--- src/logic/plmo_map.svh ---
// plmo_map.svh: offsets, field positions, reset values and limits of the move/priority unit
// assumes: included by bare name from the execution unit
`ifndef PLMO_MAP_SVH
`define PLMO_MAP_SVH

// software port indices of the register window
`define PLMO_RIX_DATA0 4'h0
`define PLMO_RIX_DATA1 4'h1
`define PLMO_RIX_DATA2 4'h2
`define PLMO_RIX_DATA3 4'h3
`define PLMO_RIX_ADDR_FIRST 4'h4
`define PLMO_RIX_ADDR_SECOND 4'h5
`define PLMO_RIX_STATIC 4'h6
`define PLMO_RIX_FRAME 4'h7
`define PLMO_RIX_USER_STACK 4'h8
`define PLMO_RIX_INTR_STACK 4'h9
`define PLMO_RIX_FLAGS 4'ha

// field positions inside the flags word
`define PLMO_FLG_STACK_SEL 0
`define PLMO_FLG_NEG 1
`define PLMO_FLG_ZERO 2
`define PLMO_FLG_PRIO_LO 4
`define PLMO_FLG_PRIO_HI 6

// reset values
`define PLMO_RST_WORD 16'h0000
`define PLMO_RST_PRIO 3'h0

// immediate limits
`define PLMO_PRIO_MAX 16'h0007
`define PLMO_QIMM_MIN 16'hfff8
`define PLMO_QIMM_MAX 16'h0007

`endif

--- src/logic/plmo_pkg.sv ---
// plmo_pkg: types shared by the move/priority execution unit and its testbench
// assumes: decoder delivers pre-decoded operand descriptors in these encodings
package plmo_pkg;
    typedef enum logic [2:0] {
        OP_PRIO_LOAD = 3'b000,
        OP_MOVE_G = 3'b001,
        OP_MOVE_Q = 3'b010,
        OP_MOVE_S = 3'b011,
        OP_MOVE_Z = 3'b100,
        OP_EA_MOVE = 3'b101
    } plmo_op_t;

    typedef enum logic [1:0] {
        OPK_DATA = 2'b00,
        OPK_ADDR = 2'b01,
        OPK_MEM = 2'b10,
        OPK_IMM = 2'b11
    } plmo_opk_t;

    typedef enum logic [2:0] {
        BASE_ADDR_FIRST = 3'b000,
        BASE_ADDR_SECOND = 3'b001,
        BASE_STATIC = 3'b010,
        BASE_FRAME = 3'b011,
        BASE_STACK = 3'b100,
        BASE_ABS = 3'b101
    } plmo_base_t;

    typedef enum logic [1:0] {
        ST_IDLE = 2'b00,
        ST_EXEC = 2'b01,
        ST_READ = 2'b10,
        ST_WAIT = 2'b11
    } plmo_state_t;

    typedef struct packed {
        plmo_opk_t kind;
        logic [1:0] idx;
        plmo_base_t base;
    } plmo_opnd_t;

    typedef struct packed {
        plmo_op_t op;
        logic word;
        plmo_opnd_t src;
        plmo_opnd_t dst;
        logic [15:0] imm;
    } plmo_req_t;
endpackage

--- src/logic/plmo_flag_if.sv ---
// plmo_flag_if: carries a result value to the flag helper and the sign/zero answer back
// assumes: purely combinational use inside one clock domain
interface plmo_flag_if;
    logic [15:0] value;
    logic byte_sel;
    logic neg;
    logic zero;
    modport calc (input value, input byte_sel, output neg, output zero);
    modport user (output value, output byte_sel, input neg, input zero);
endinterface

--- src/logic/plmo_exec.sv ---
// plmo_exec: executes priority load, the four move formats and the effective-address move
// assumes: decoder supplies operand descriptors, immediates already sign-extended to 16 bits,
// displacements already sign-extended to the address width; memory answers a read next cycle
// Behaviour
// - priority load writes immediate 0..7 into the interrupt priority level field.
// - general move copies source to destination at byte or word width.
// - byte move into an address register zero-extends to a 16-bit write.
// - byte move from an address register uses only its low 8 bits.
// - byte move with address registers as both source and destination is refused.
// - immediate source may not target a stack-relative destination.
// - stack-relative operands use the selected stack pointer, never both source and dest.
// - negative flag follows the most significant bit of the written value; effective-address moves leave it unchanged.
// - null-result flag is set when the transferred value is zero; effective-address moves leave it unchanged.
// - small-immediate move takes a signed -8..+7 immediate at destination width.
// - compact move allows only byte size for register and memory operands.
// - compact move of an immediate into an address register allows byte or word.
// - compact move refuses the same byte register as source and destination.
// - compact move: only data reg 0 bytes reach address regs, low byte to second, high byte to first.
// - effective-address move writes the operand address, not memory contents.
`include "plmo_map.svh"

module plmo_exec #(
    parameter int unsigned ADDR_W = 20
) (
    input wire logic clock_in,
    input wire logic reset_n_in,
    input wire logic req_valid_in,
    input wire plmo_pkg::plmo_req_t req_in,
    input wire logic [ADDR_W-1:0] src_disp_in,
    input wire logic [ADDR_W-1:0] dst_disp_in,
    output logic req_ready_out,
    output logic done_out,
    output logic illegal_out,
    output logic mem_rd_out,
    output logic mem_we_out,
    output logic mem_word_out,
    output logic [ADDR_W-1:0] mem_addr_out,
    output logic [15:0] mem_wdata_out,
    input wire logic [15:0] mem_rdata_in,
    input wire logic [3:0] reg_addr_in,
    input wire logic [15:0] reg_wdata_in,
    input wire logic reg_wr_in,
    input wire logic reg_rd_in,
    output logic [15:0] reg_rdata_out,
    output logic [2:0] interrupt_priority_level_out
);
    // refused at elaboration: widening a 16-bit base needs more than 16 address bits
    if (ADDR_W < 17 || ADDR_W > 32) begin : g_addr_w_check
        $error("plmo_exec: ADDR_W must lie in 17..32");
    end

    plmo_pkg::plmo_state_t state_ff, nxt_state;
    plmo_pkg::plmo_req_t q_ff, nxt_q;
    logic [ADDR_W-1:0] q_src_disp_ff, nxt_q_src_disp, q_dst_disp_ff, nxt_q_dst_disp;
    logic [15:0] data_ff [4];
    logic [15:0] nxt_data [4];
    logic [15:0] addr_ff [2];
    logic [15:0] nxt_addr [2];
    logic [15:0] static_ff, nxt_static, frame_ff, nxt_frame;
    logic [15:0] ustack_ff, nxt_ustack, istack_ff, nxt_istack;
    logic stack_sel_ff, nxt_stack_sel, neg_ff, nxt_neg, zero_ff, nxt_zero;
    logic [2:0] prio_ff, nxt_prio;
    logic done_ff, nxt_done, illegal_ff, nxt_illegal;
    logic mem_rd_ff, nxt_mem_rd, mem_we_ff, nxt_mem_we, mem_word_ff, nxt_mem_word;
    logic [ADDR_W-1:0] mem_addr_ff, nxt_mem_addr;
    logic [15:0] mem_wdata_ff, nxt_mem_wdata, rdata_ff, nxt_rdata;
    logic legal, src_mem, commit;
    logic [15:0] res;
    logic [ADDR_W-1:0] src_ea, dst_ea;

    plmo_flag_if fi ();
    plmo_flags u_flags (.fi(fi));

    function automatic logic [ADDR_W-1:0] widen(input logic [15:0] v);
        widen = {{(ADDR_W-16){1'b0}}, v};
    endfunction

    // base plus displacement; the stack base follows the stack-select flag
    function automatic logic [ADDR_W-1:0] ea_of(input plmo_pkg::plmo_base_t b,
                                                  input logic [ADDR_W-1:0] d);
        logic [15:0] base;
        base = 16'h0000;
        unique case (b)
            plmo_pkg::BASE_ADDR_FIRST: base = addr_ff[0];
            plmo_pkg::BASE_ADDR_SECOND: base = addr_ff[1];
            plmo_pkg::BASE_STATIC: base = static_ff;
            plmo_pkg::BASE_FRAME: base = frame_ff;
            plmo_pkg::BASE_STACK: base = stack_sel_ff ? ustack_ff : istack_ff;
            plmo_pkg::BASE_ABS: base = 16'h0000;
            default: base = 16'h0000;
        endcase
        ea_of = widen(base) + d;
    endfunction

    // byte lanes: idx 0/1 are low/high of data reg 0, idx 2/3 of data reg 1
    function automatic logic [15:0] rd_data(input logic [1:0] idx, input logic word);
        logic [15:0] w;
        w = data_ff[{1'b0, idx[1]}];
        if (word) begin
            rd_data = data_ff[idx];
        end else begin
            rd_data = idx[0] ? {8'h00, w[15:8]} : {8'h00, w[7:0]};
        end
    endfunction

    function automatic logic is_stack(input plmo_pkg::plmo_opnd_t o);
        is_stack = (o.kind == plmo_pkg::OPK_MEM) && (o.base == plmo_pkg::BASE_STACK);
    endfunction

    always_comb begin
        legal = 1'b1;
        unique case (q_ff.op)
            plmo_pkg::OP_PRIO_LOAD: begin
                legal = (q_ff.src.kind == plmo_pkg::OPK_IMM) && (q_ff.imm <= `PLMO_PRIO_MAX);
            end
            plmo_pkg::OP_MOVE_G: begin
                if (!q_ff.word && q_ff.src.kind == plmo_pkg::OPK_ADDR &&
                    q_ff.dst.kind == plmo_pkg::OPK_ADDR) begin
                    legal = 1'b0;
                end
                if (q_ff.src.kind == plmo_pkg::OPK_IMM && is_stack(q_ff.dst)) begin
                    legal = 1'b0;
                end
                if (is_stack(q_ff.src) && is_stack(q_ff.dst)) begin
                    legal = 1'b0;
                end
                if (q_ff.dst.kind == plmo_pkg::OPK_IMM) begin
                    legal = 1'b0;
                end
            end
            plmo_pkg::OP_MOVE_Q: begin
                legal = (q_ff.src.kind == plmo_pkg::OPK_IMM) &&
                        ($signed(q_ff.imm) >= $signed(`PLMO_QIMM_MIN)) &&
                        ($signed(q_ff.imm) <= $signed(`PLMO_QIMM_MAX)) &&
                        (q_ff.dst.kind != plmo_pkg::OPK_IMM) && !is_stack(q_ff.dst);
            end
            plmo_pkg::OP_MOVE_S: begin
                if (q_ff.dst.kind == plmo_pkg::OPK_IMM || is_stack(q_ff.src) ||
                    is_stack(q_ff.dst)) begin
                    legal = 1'b0;
                end else if (q_ff.src.kind == plmo_pkg::OPK_IMM) begin
                    // immediate into an address register may be byte or word
                    legal = q_ff.dst.kind == plmo_pkg::OPK_ADDR || !q_ff.word;
                end else begin
                    if (q_ff.word) begin
                        legal = 1'b0;
                    end
                    if (q_ff.src.kind == plmo_pkg::OPK_DATA && q_ff.dst.kind == plmo_pkg::OPK_DATA
                        && q_ff.src.idx == q_ff.dst.idx) begin
                        legal = 1'b0;
                    end
                    if (q_ff.dst.kind == plmo_pkg::OPK_ADDR &&
                        !(q_ff.src.kind == plmo_pkg::OPK_DATA && q_ff.src.idx[1] == 1'b0 &&
                          q_ff.dst.idx[0] == ~q_ff.src.idx[0])) begin
                        legal = 1'b0;
                    end
                end
            end
            plmo_pkg::OP_MOVE_Z: begin
                legal = (q_ff.dst.kind != plmo_pkg::OPK_IMM) && !is_stack(q_ff.dst);
            end
            plmo_pkg::OP_EA_MOVE: begin
                legal = (q_ff.src.kind == plmo_pkg::OPK_MEM) && !is_stack(q_ff.src) &&
                        (q_ff.dst.kind == plmo_pkg::OPK_DATA || q_ff.dst.kind == plmo_pkg::OPK_ADDR);
            end
            default: legal = 1'b0;
        endcase
    end

    always_comb begin
        src_ea = ea_of(q_ff.src.base, q_src_disp_ff);
        dst_ea = ea_of(q_ff.dst.base, q_dst_disp_ff);
        src_mem = (q_ff.src.kind == plmo_pkg::OPK_MEM) && (q_ff.op == plmo_pkg::OP_MOVE_G ||
                  q_ff.op == plmo_pkg::OP_MOVE_S);
        res = 16'h0000;
        unique case (q_ff.src.kind)
            plmo_pkg::OPK_DATA: res = rd_data(q_ff.src.idx, q_ff.word);
            plmo_pkg::OPK_ADDR: begin
                res = q_ff.word ? addr_ff[q_ff.src.idx[0]] :
                      {8'h00, addr_ff[q_ff.src.idx[0]][7:0]};
            end
            plmo_pkg::OPK_MEM: res = q_ff.word ? mem_rdata_in : {8'h00, mem_rdata_in[7:0]};
            plmo_pkg::OPK_IMM: res = q_ff.word ? q_ff.imm : {8'h00, q_ff.imm[7:0]};
        endcase
        if (q_ff.op == plmo_pkg::OP_MOVE_Z) begin
            res = 16'h0000;
        end
        if (q_ff.op == plmo_pkg::OP_EA_MOVE) begin
            res = src_ea[15:0];
        end
        // a byte landing in an address register is judged as the 16-bit word written
        fi.value = res;
        fi.byte_sel = !q_ff.word && q_ff.dst.kind != plmo_pkg::OPK_ADDR &&
                      q_ff.op != plmo_pkg::OP_EA_MOVE;
        commit = (state_ff == plmo_pkg::ST_EXEC && !(legal && src_mem)) ||
                 (state_ff == plmo_pkg::ST_WAIT);
    end

    always_comb begin
        nxt_state = state_ff;
        nxt_q = q_ff;
        nxt_q_src_disp = q_src_disp_ff;
        nxt_q_dst_disp = q_dst_disp_ff;
        nxt_data = data_ff;
        nxt_addr = addr_ff;
        nxt_static = static_ff;
        nxt_frame = frame_ff;
        nxt_ustack = ustack_ff;
        nxt_istack = istack_ff;
        nxt_stack_sel = stack_sel_ff;
        nxt_neg = neg_ff;
        nxt_zero = zero_ff;
        nxt_prio = prio_ff;
        nxt_done = 1'b0;
        nxt_illegal = 1'b0;
        nxt_mem_rd = 1'b0;
        nxt_mem_we = 1'b0;
        nxt_mem_word = mem_word_ff;
        nxt_mem_addr = mem_addr_ff;
        nxt_mem_wdata = mem_wdata_ff;
        nxt_rdata = 16'h0000;
        // software access goes first so an instruction committing the same cycle wins
        if (reg_wr_in) begin
            unique case (reg_addr_in)
                `PLMO_RIX_DATA0, `PLMO_RIX_DATA1, `PLMO_RIX_DATA2, `PLMO_RIX_DATA3:
                    nxt_data[reg_addr_in[1:0]] = reg_wdata_in;
                `PLMO_RIX_ADDR_FIRST, `PLMO_RIX_ADDR_SECOND:
                    nxt_addr[reg_addr_in[0]] = reg_wdata_in;
                `PLMO_RIX_STATIC: nxt_static = reg_wdata_in;
                `PLMO_RIX_FRAME: nxt_frame = reg_wdata_in;
                `PLMO_RIX_USER_STACK: nxt_ustack = reg_wdata_in;
                `PLMO_RIX_INTR_STACK: nxt_istack = reg_wdata_in;
                `PLMO_RIX_FLAGS: begin
                    nxt_stack_sel = reg_wdata_in[`PLMO_FLG_STACK_SEL];
                    nxt_neg = reg_wdata_in[`PLMO_FLG_NEG];
                    nxt_zero = reg_wdata_in[`PLMO_FLG_ZERO];
                    nxt_prio = reg_wdata_in[`PLMO_FLG_PRIO_HI:`PLMO_FLG_PRIO_LO];
                end
                default: ;
            endcase
        end
        if (reg_rd_in) begin
            unique case (reg_addr_in)
                `PLMO_RIX_DATA0, `PLMO_RIX_DATA1, `PLMO_RIX_DATA2, `PLMO_RIX_DATA3:
                    nxt_rdata = data_ff[reg_addr_in[1:0]];
                `PLMO_RIX_ADDR_FIRST, `PLMO_RIX_ADDR_SECOND: nxt_rdata = addr_ff[reg_addr_in[0]];
                `PLMO_RIX_STATIC: nxt_rdata = static_ff;
                `PLMO_RIX_FRAME: nxt_rdata = frame_ff;
                `PLMO_RIX_USER_STACK: nxt_rdata = ustack_ff;
                `PLMO_RIX_INTR_STACK: nxt_rdata = istack_ff;
                `PLMO_RIX_FLAGS: begin
                    nxt_rdata[`PLMO_FLG_STACK_SEL] = stack_sel_ff;
                    nxt_rdata[`PLMO_FLG_NEG] = neg_ff;
                    nxt_rdata[`PLMO_FLG_ZERO] = zero_ff;
                    nxt_rdata[`PLMO_FLG_PRIO_HI:`PLMO_FLG_PRIO_LO] = prio_ff;
                end
                default: nxt_rdata = 16'h0000;
            endcase
        end
        unique case (state_ff)
            plmo_pkg::ST_IDLE: begin
                if (req_valid_in) begin
                    nxt_q = req_in;
                    nxt_q_src_disp = src_disp_in;
                    nxt_q_dst_disp = dst_disp_in;
                    nxt_state = plmo_pkg::ST_EXEC;
                end
            end
            plmo_pkg::ST_EXEC: begin
                if (legal && src_mem) begin
                    nxt_mem_rd = 1'b1;
                    nxt_mem_addr = src_ea;
                    nxt_mem_word = q_ff.word;
                    nxt_state = plmo_pkg::ST_READ;
                end else begin
                    nxt_state = plmo_pkg::ST_IDLE;
                end
            end
            plmo_pkg::ST_READ: nxt_state = plmo_pkg::ST_WAIT;
            plmo_pkg::ST_WAIT: nxt_state = plmo_pkg::ST_IDLE;
        endcase
        if (commit) begin
            nxt_done = 1'b1;
            nxt_illegal = !legal;
            if (legal && q_ff.op == plmo_pkg::OP_PRIO_LOAD) begin
                nxt_prio = q_ff.imm[2:0];
            end else if (legal) begin
                unique case (q_ff.dst.kind)
                    plmo_pkg::OPK_DATA: begin
                        if (q_ff.word || q_ff.op == plmo_pkg::OP_EA_MOVE) begin
                            nxt_data[q_ff.dst.idx] = res;
                        end else if (q_ff.dst.idx[0]) begin
                            nxt_data[{1'b0, q_ff.dst.idx[1]}][15:8] = res[7:0];
                        end else begin
                            nxt_data[{1'b0, q_ff.dst.idx[1]}][7:0] = res[7:0];
                        end
                    end
                    plmo_pkg::OPK_ADDR: nxt_addr[q_ff.dst.idx[0]] = res;
                    plmo_pkg::OPK_MEM: begin
                        nxt_mem_we = 1'b1;
                        nxt_mem_addr = dst_ea;
                        nxt_mem_wdata = res;
                        nxt_mem_word = q_ff.word;
                    end
                    plmo_pkg::OPK_IMM: ;
                endcase
                if (q_ff.op != plmo_pkg::OP_EA_MOVE) begin
                    nxt_neg = fi.neg;
                    nxt_zero = fi.zero;
                end
            end
        end
    end

    always_ff @(posedge clock_in) begin
        if (!reset_n_in) begin
            state_ff <= plmo_pkg::ST_IDLE;
            q_ff <= '0;
            q_src_disp_ff <= '0;
            q_dst_disp_ff <= '0;
            data_ff <= '{default: `PLMO_RST_WORD};
            addr_ff <= '{default: `PLMO_RST_WORD};
            static_ff <= `PLMO_RST_WORD;
            frame_ff <= `PLMO_RST_WORD;
            ustack_ff <= `PLMO_RST_WORD;
            istack_ff <= `PLMO_RST_WORD;
            stack_sel_ff <= 1'b0;
            neg_ff <= 1'b0;
            zero_ff <= 1'b0;
            prio_ff <= `PLMO_RST_PRIO;
            done_ff <= 1'b0;
            illegal_ff <= 1'b0;
            mem_rd_ff <= 1'b0;
            mem_we_ff <= 1'b0;
            mem_word_ff <= 1'b0;
            mem_addr_ff <= '0;
            mem_wdata_ff <= 16'h0000;
            rdata_ff <= 16'h0000;
        end else begin
            state_ff <= nxt_state;
            q_ff <= nxt_q;
            q_src_disp_ff <= nxt_q_src_disp;
            q_dst_disp_ff <= nxt_q_dst_disp;
            data_ff <= nxt_data;
            addr_ff <= nxt_addr;
            static_ff <= nxt_static;
            frame_ff <= nxt_frame;
            ustack_ff <= nxt_ustack;
            istack_ff <= nxt_istack;
            stack_sel_ff <= nxt_stack_sel;
            neg_ff <= nxt_neg;
            zero_ff <= nxt_zero;
            prio_ff <= nxt_prio;
            done_ff <= nxt_done;
            illegal_ff <= nxt_illegal;
            mem_rd_ff <= nxt_mem_rd;
            mem_we_ff <= nxt_mem_we;
            mem_word_ff <= nxt_mem_word;
            mem_addr_ff <= nxt_mem_addr;
            mem_wdata_ff <= nxt_mem_wdata;
            rdata_ff <= nxt_rdata;
        end
    end

    assign req_ready_out = (state_ff == plmo_pkg::ST_IDLE);
    assign done_out = done_ff;
    assign illegal_out = illegal_ff;
    assign mem_rd_out = mem_rd_ff;
    assign mem_we_out = mem_we_ff;
    assign mem_word_out = mem_word_ff;
    assign mem_addr_out = mem_addr_ff;
    assign mem_wdata_out = mem_wdata_ff;
    assign reg_rdata_out = rdata_ff;
    assign interrupt_priority_level_out = prio_ff;
endmodule

--- src/logic/plmo_flags.sv ---
// plmo_flags: sign and zero of a written value at byte or word width
// assumes: value upper byte is already zero when byte_sel is high
module plmo_flags (
    plmo_flag_if.calc fi
);
    // sign taken from the top bit of the width actually written
    assign fi.neg = fi.byte_sel ? fi.value[7] : fi.value[15];
    assign fi.zero = fi.byte_sel ? (fi.value[7:0] == 8'h00) : (fi.value == 16'h0000);
endmodule

--- config.mk ---
export PLATFORM = sky130hd
export DESIGN_NAME = plmo_exec
export DESIGN_NICKNAME = d
export VERILOG_FILES = /design/src/logic/plmo_pkg.sv /design/src/logic/plmo_flag_if.sv /design/src/logic/plmo_exec.sv /design/src/logic/plmo_flags.sv
export VERILOG_INCLUDE_DIRS = /design/src /design/src/logic
export SDC_FILE = /design/constraint.sdc
export NUM_CORES = 1
export LEC_CHECK = 0
export ABC_AREA = 0
export ABC_CLOCK_PERIOD_IN_PS = 8000
export BUFFER_PORTS_ARGS = -buffer_cell sky130_fd_sc_hd__buf_2
export CAP_MARGIN = 5
export CORE_MARGIN = 2
export CORE_UTILIZATION = 25
export CTS_BUF_LIST = sky130_fd_sc_hd__clkbuf_8 sky130_fd_sc_hd__clkbuf_16
export CTS_CLUSTER_SIZE = 20
export DETAILED_ROUTE_END_ITERATION = 10
export GPL_TIMING_DRIVEN = 0
export MAX_ROUTING_LAYER = met4
export PLACE_DENSITY = 0.5
export SLEW_MARGIN = 0
export SYNTH_ARGS = -nofsm -noshare
export SYNTH_HDL_FRONTEND = slang
export SYNTH_SLANG_ARGS = --single-unit
--- constraint.sdc ---
create_clock -name clock_in -period 8 [get_ports clock_in]
set_input_delay 2.4 -clock clock_in [delete_from_list [all_inputs] [get_ports clock_in]]
set_output_delay 2.4 -clock clock_in [all_outputs]
set_load 0.01 [all_outputs]
==> results.sh <==
export IMPL_outcome="finished clean"
export IMPL_cp_end_kind="register"
export IMPL_cp_arrival_ns=6.33
export IMPL_die_y_um=270.8
export IMPL_synth_edf_count=0
export IMPL_areaGrowthSynthToFinish_pct=18.93
export IMPL_crit_path_max_incr_delay_ns=0.86
export IMPL_cts_max_path_buffers=3
export IMPL_clkLatencyLatePin_ns=0.59
export IMPL_initial_core_util_pct=25.33
export IMPL_grt_max_degree=13
export IMPL_hpwlAfterDp_um=75330
export IMPL_wirelength_um=98740
export IMPL_worst_path_max_delay_cell="a2bb2oi_2"
export IMPL_async_flop_share_pct=0
export IMPL_final_cells=3378
export IMPL_syn_inst=2199
export IMPL_setup_viol=0
export IMPL_gr_total_overflow=0
export IMPL_fp_dieW_um=270.8
export IMPL_hold_end="q_dst_disp_ff[12]$_SDFFE_PN0P_"
export IMPL_antenna_found_initial=8
export IMPL_place_congestion=0.9989
export IMPL_r2r_end="data_ff[45]$_SDFF_PN0_"
export IMPL_viasPerCell=5.763
export IMPL_core_area_um2=70270
export IMPL_vdd_drop_max_mv=0.1279
export IMPL_synth_area_leaders="dfxtp_1 34%, nand2_1 7.9%, a211oi_1 7.6%"
export IMPL_cp_cell_sequence="clkbuf_1 > clkbuf_1 > mux2i_1 > a211oi_1 > a21oi_1 > o22ai_1 > ha_1 > a211oi_1 > o21ai_0 > a41o_1 > a31oi_1 > xor2_1 > a2bb2oi_2 > a221o_1 > a221oi_1"
export IMPL_timing_rr_start="stack_sel_ff$_SDFFE_PN0P_"
export IMPL_ys_seq_area_share_pct=33.63
export IMPL_htree_levels=2
export IMPL_synth_seq_cells=299
export IMPL_hold_start="q_dst_disp_ff[12]$_SDFFE_PN0P_"
export IMPL_die_area_um2=73340
export IMPL_cp_max_fo=10
export IMPL_cts_root_buffer_cell="clkbuf_16"
export IMPL_slew_violations=0
export IMPL_fin_setup_tns_ns=0
export IMPL_yosysTopAreaCellShare_pct=33.63
export IMPL_hold_violations=0
export IMPL_synth_distinct_cells=81
export IMPL_min_period_ns=5.936
export IMPL_hold_buffers=0
export IMPL_synthFlopType="dfxtp_1"
export IMPL_ys_warn_count=0
export IMPL_r2r_setup_slack_ns=2.06
export IMPL_drc=0
export IMPL_layout_nets=2556
export IMPL_worstRegToRegCells=15
export IMPL_numCtsBuffers=39
export IMPL_ant_nets=0
export IMPL_cts_tree="done"
export IMPL_drive_gt1_share_pct=15.15
export IMPL_holdPathStages=2
export IMPL_fin_worst_skew_ns=0.02577
export IMPL_required_ns=8.39
export IMPL_worst_pin_slew_ns=1.380
export IMPL_period_share_pct=74.21
export IMPL_yosysTopAreaCell="dfxtp_1"
export IMPL_holdCritPathClass="register to register"
export IMPL_vias=19470
export IMPL_portBuffers=163
export IMPL_synthMostInstantiatedCell="nand2_1"
export IMPL_p_leak_uw=0.007531
export IMPL_first_global_vias=18280
export IMPL_ctsResizeCount=0
export IMPL_slew_headroom_pct=5.635
export IMPL_power_density_nw_per_um2=193.8
export IMPL_syn_avg_cell_area_um2=8.093
export IMPL_placedCellCount=3305
export IMPL_post_drt_wl_per_cell_um=29.23
export IMPL_drt_iter0_markers=2138
export IMPL_rsz0062_at_grt="no"
export IMPL_grt_total_usage_pct=26.71
export IMPL_cp_start_kind="register"
export IMPL_cts_setup_buffers=0
export IMPL_grt_pass1_wl_um=137400
export IMPL_max_clock_freq_mhz=168.5
export IMPL_drv_cap=0
export IMPL_crit_buf_inv=2
export IMPL_netlist_area_um2=17800
export IMPL_dr_pass1_iters=7
export IMPL_syn_nets=2348
export IMPL_clk_pin_slew_ns=0.06
export IMPL_cp_top_family="compound AO/OA/AOI/OAI gates"
export IMPL_critPathKind="register to register"
export IMPL_synth_common_cells="375 x nand2_1, 299 x dfxtp_1, 221 x a21oi_1, 180 x a211oi_1, 168 x clkbuf_1"
export IMPL_rows=97
export IMPL_ios=176
export IMPL_clock_sinks=299
## placed cells by master, fill, tap and decap left out, types with 41 or more instances in the layout
| master | count |
|---|---|
| a211oi_1 | 180 |
| dfxtp_1 | 299 |
| and3_1 | 41 |
| mux2i_1 | 77 |
| o21ai_0 | 57 |
| buf_2 | 188 |
| a21oi_1 | 221 |
| nor2_1 | 149 |
| mux2_2 | 55 |
| nand2_1 | 375 |
| clkbuf_1 | 168 |
## stage by stage
stage          power, µW  area (µm²)  utilization [%]  setup WS, ns  hold WS, ns
4_1_cts             4098       21150            30.10         2.112       0.4724
3_5_place_dp        2260       19840            28.23         2.135       0.4579
2_1_floorplan       1964       17800                -         3.694       0.4406
6_report            4102       21170            30.12         2.064       0.4684
5_1_grt             4221       21160            30.11         1.898       0.4836
3_3_place_gp        2254       19790            28.16         1.655       0.4499
## metal layers
metal / vias up / wire length, µm / GRT usage, %
li1: 8540 / - / -
met1: 9660 / 41700 / 33.91
met2: 1021 / 45270 / 42.07
met3: 245 / 6853 / 3.923
met4: 0 / 4905 / 11.70
met5: - / 0 / -
## worst max-delay path by stage
stage | to | slack, ns | depth (start not counted) | from
after global placement | zero_ff$_SDFF_PN0_ | 1.65 | 15 | stack_sel_ff$_SDFFE_PN0P_
after CTS | data_ff[59]$_SDFF_PN0_ | 2.11 | 15 | stack_sel_ff$_SDFFE_PN0P_
final | data_ff[45]$_SDFF_PN0_ | 2.06 | 15 | stack_sel_ff$_SDFFE_PN0P_
after floorplan | data_ff[57]$_SDFF_PN0_ | 3.69 | 9 | reg_addr_in[0]
after detailed placement | zero_ff$_SDFF_PN0_ | 2.13 | 15 | stack_sel_ff$_SDFFE_PN0P_
after global routing | data_ff[61]$_SDFF_PN0_ | 1.90 | 16 | stack_sel_ff$_SDFFE_PN0P_
## registers in the layout (all words and copies together), names as in the netlist, 3 cells and up, named ones only
register and count:
addr_ff 32, data_ff 64, frame_ff 16, interrupt_priority_level_out 3, istack_ff 16, mem_addr_out 20
mem_wdata_out 16, q_dst_disp_ff 20, q_ff 34, q_src_disp_ff 20, reg_rdata_out 16, static_ff 16
ustack_ff 16
## cell families after synthesis
logic type / Yosys count / synth area share [%]
mux: 164 / 11.86
xor+xnor: 28 / 1.378
simple gates: 728 / 18.35
compound gates: 720 / 27.30
flops: 299 / 33.63
fa+ha+maj: 34 / 2.475
buf+inv: 226 / 5.006
## area by class of cell
| type | count | area (µm²) |
|---|---|---|
| tap | 940 | 1176 |
| clock inverter | 23 | 244.0 |
| sequential | 299 | 5986 |
| antenna | 3 | 7.507 |
| clock buffer | 46 | 1072 |
| multi-input combinational | 1674 | 10930 |
| inverter | 19 | 71.32 |
| timing repair buffer | 167 | 857.1 |
| buffer | 207 | 819.5 |
| fill | 7519 | 49100 |
## report_power, final
part	total [µW]	switching, µW	internal (µW)
clock network	1850	759	1090
logic	672	475	197
registers	1580	52.4	1530
## tightest hold or removal path, stage by stage, from the launching register on
cell	delay (ns)
dfxtp_1	0.31
nand2_1	0.05
a21oi_1	0.05
Power figures use the tool's default switching activity.
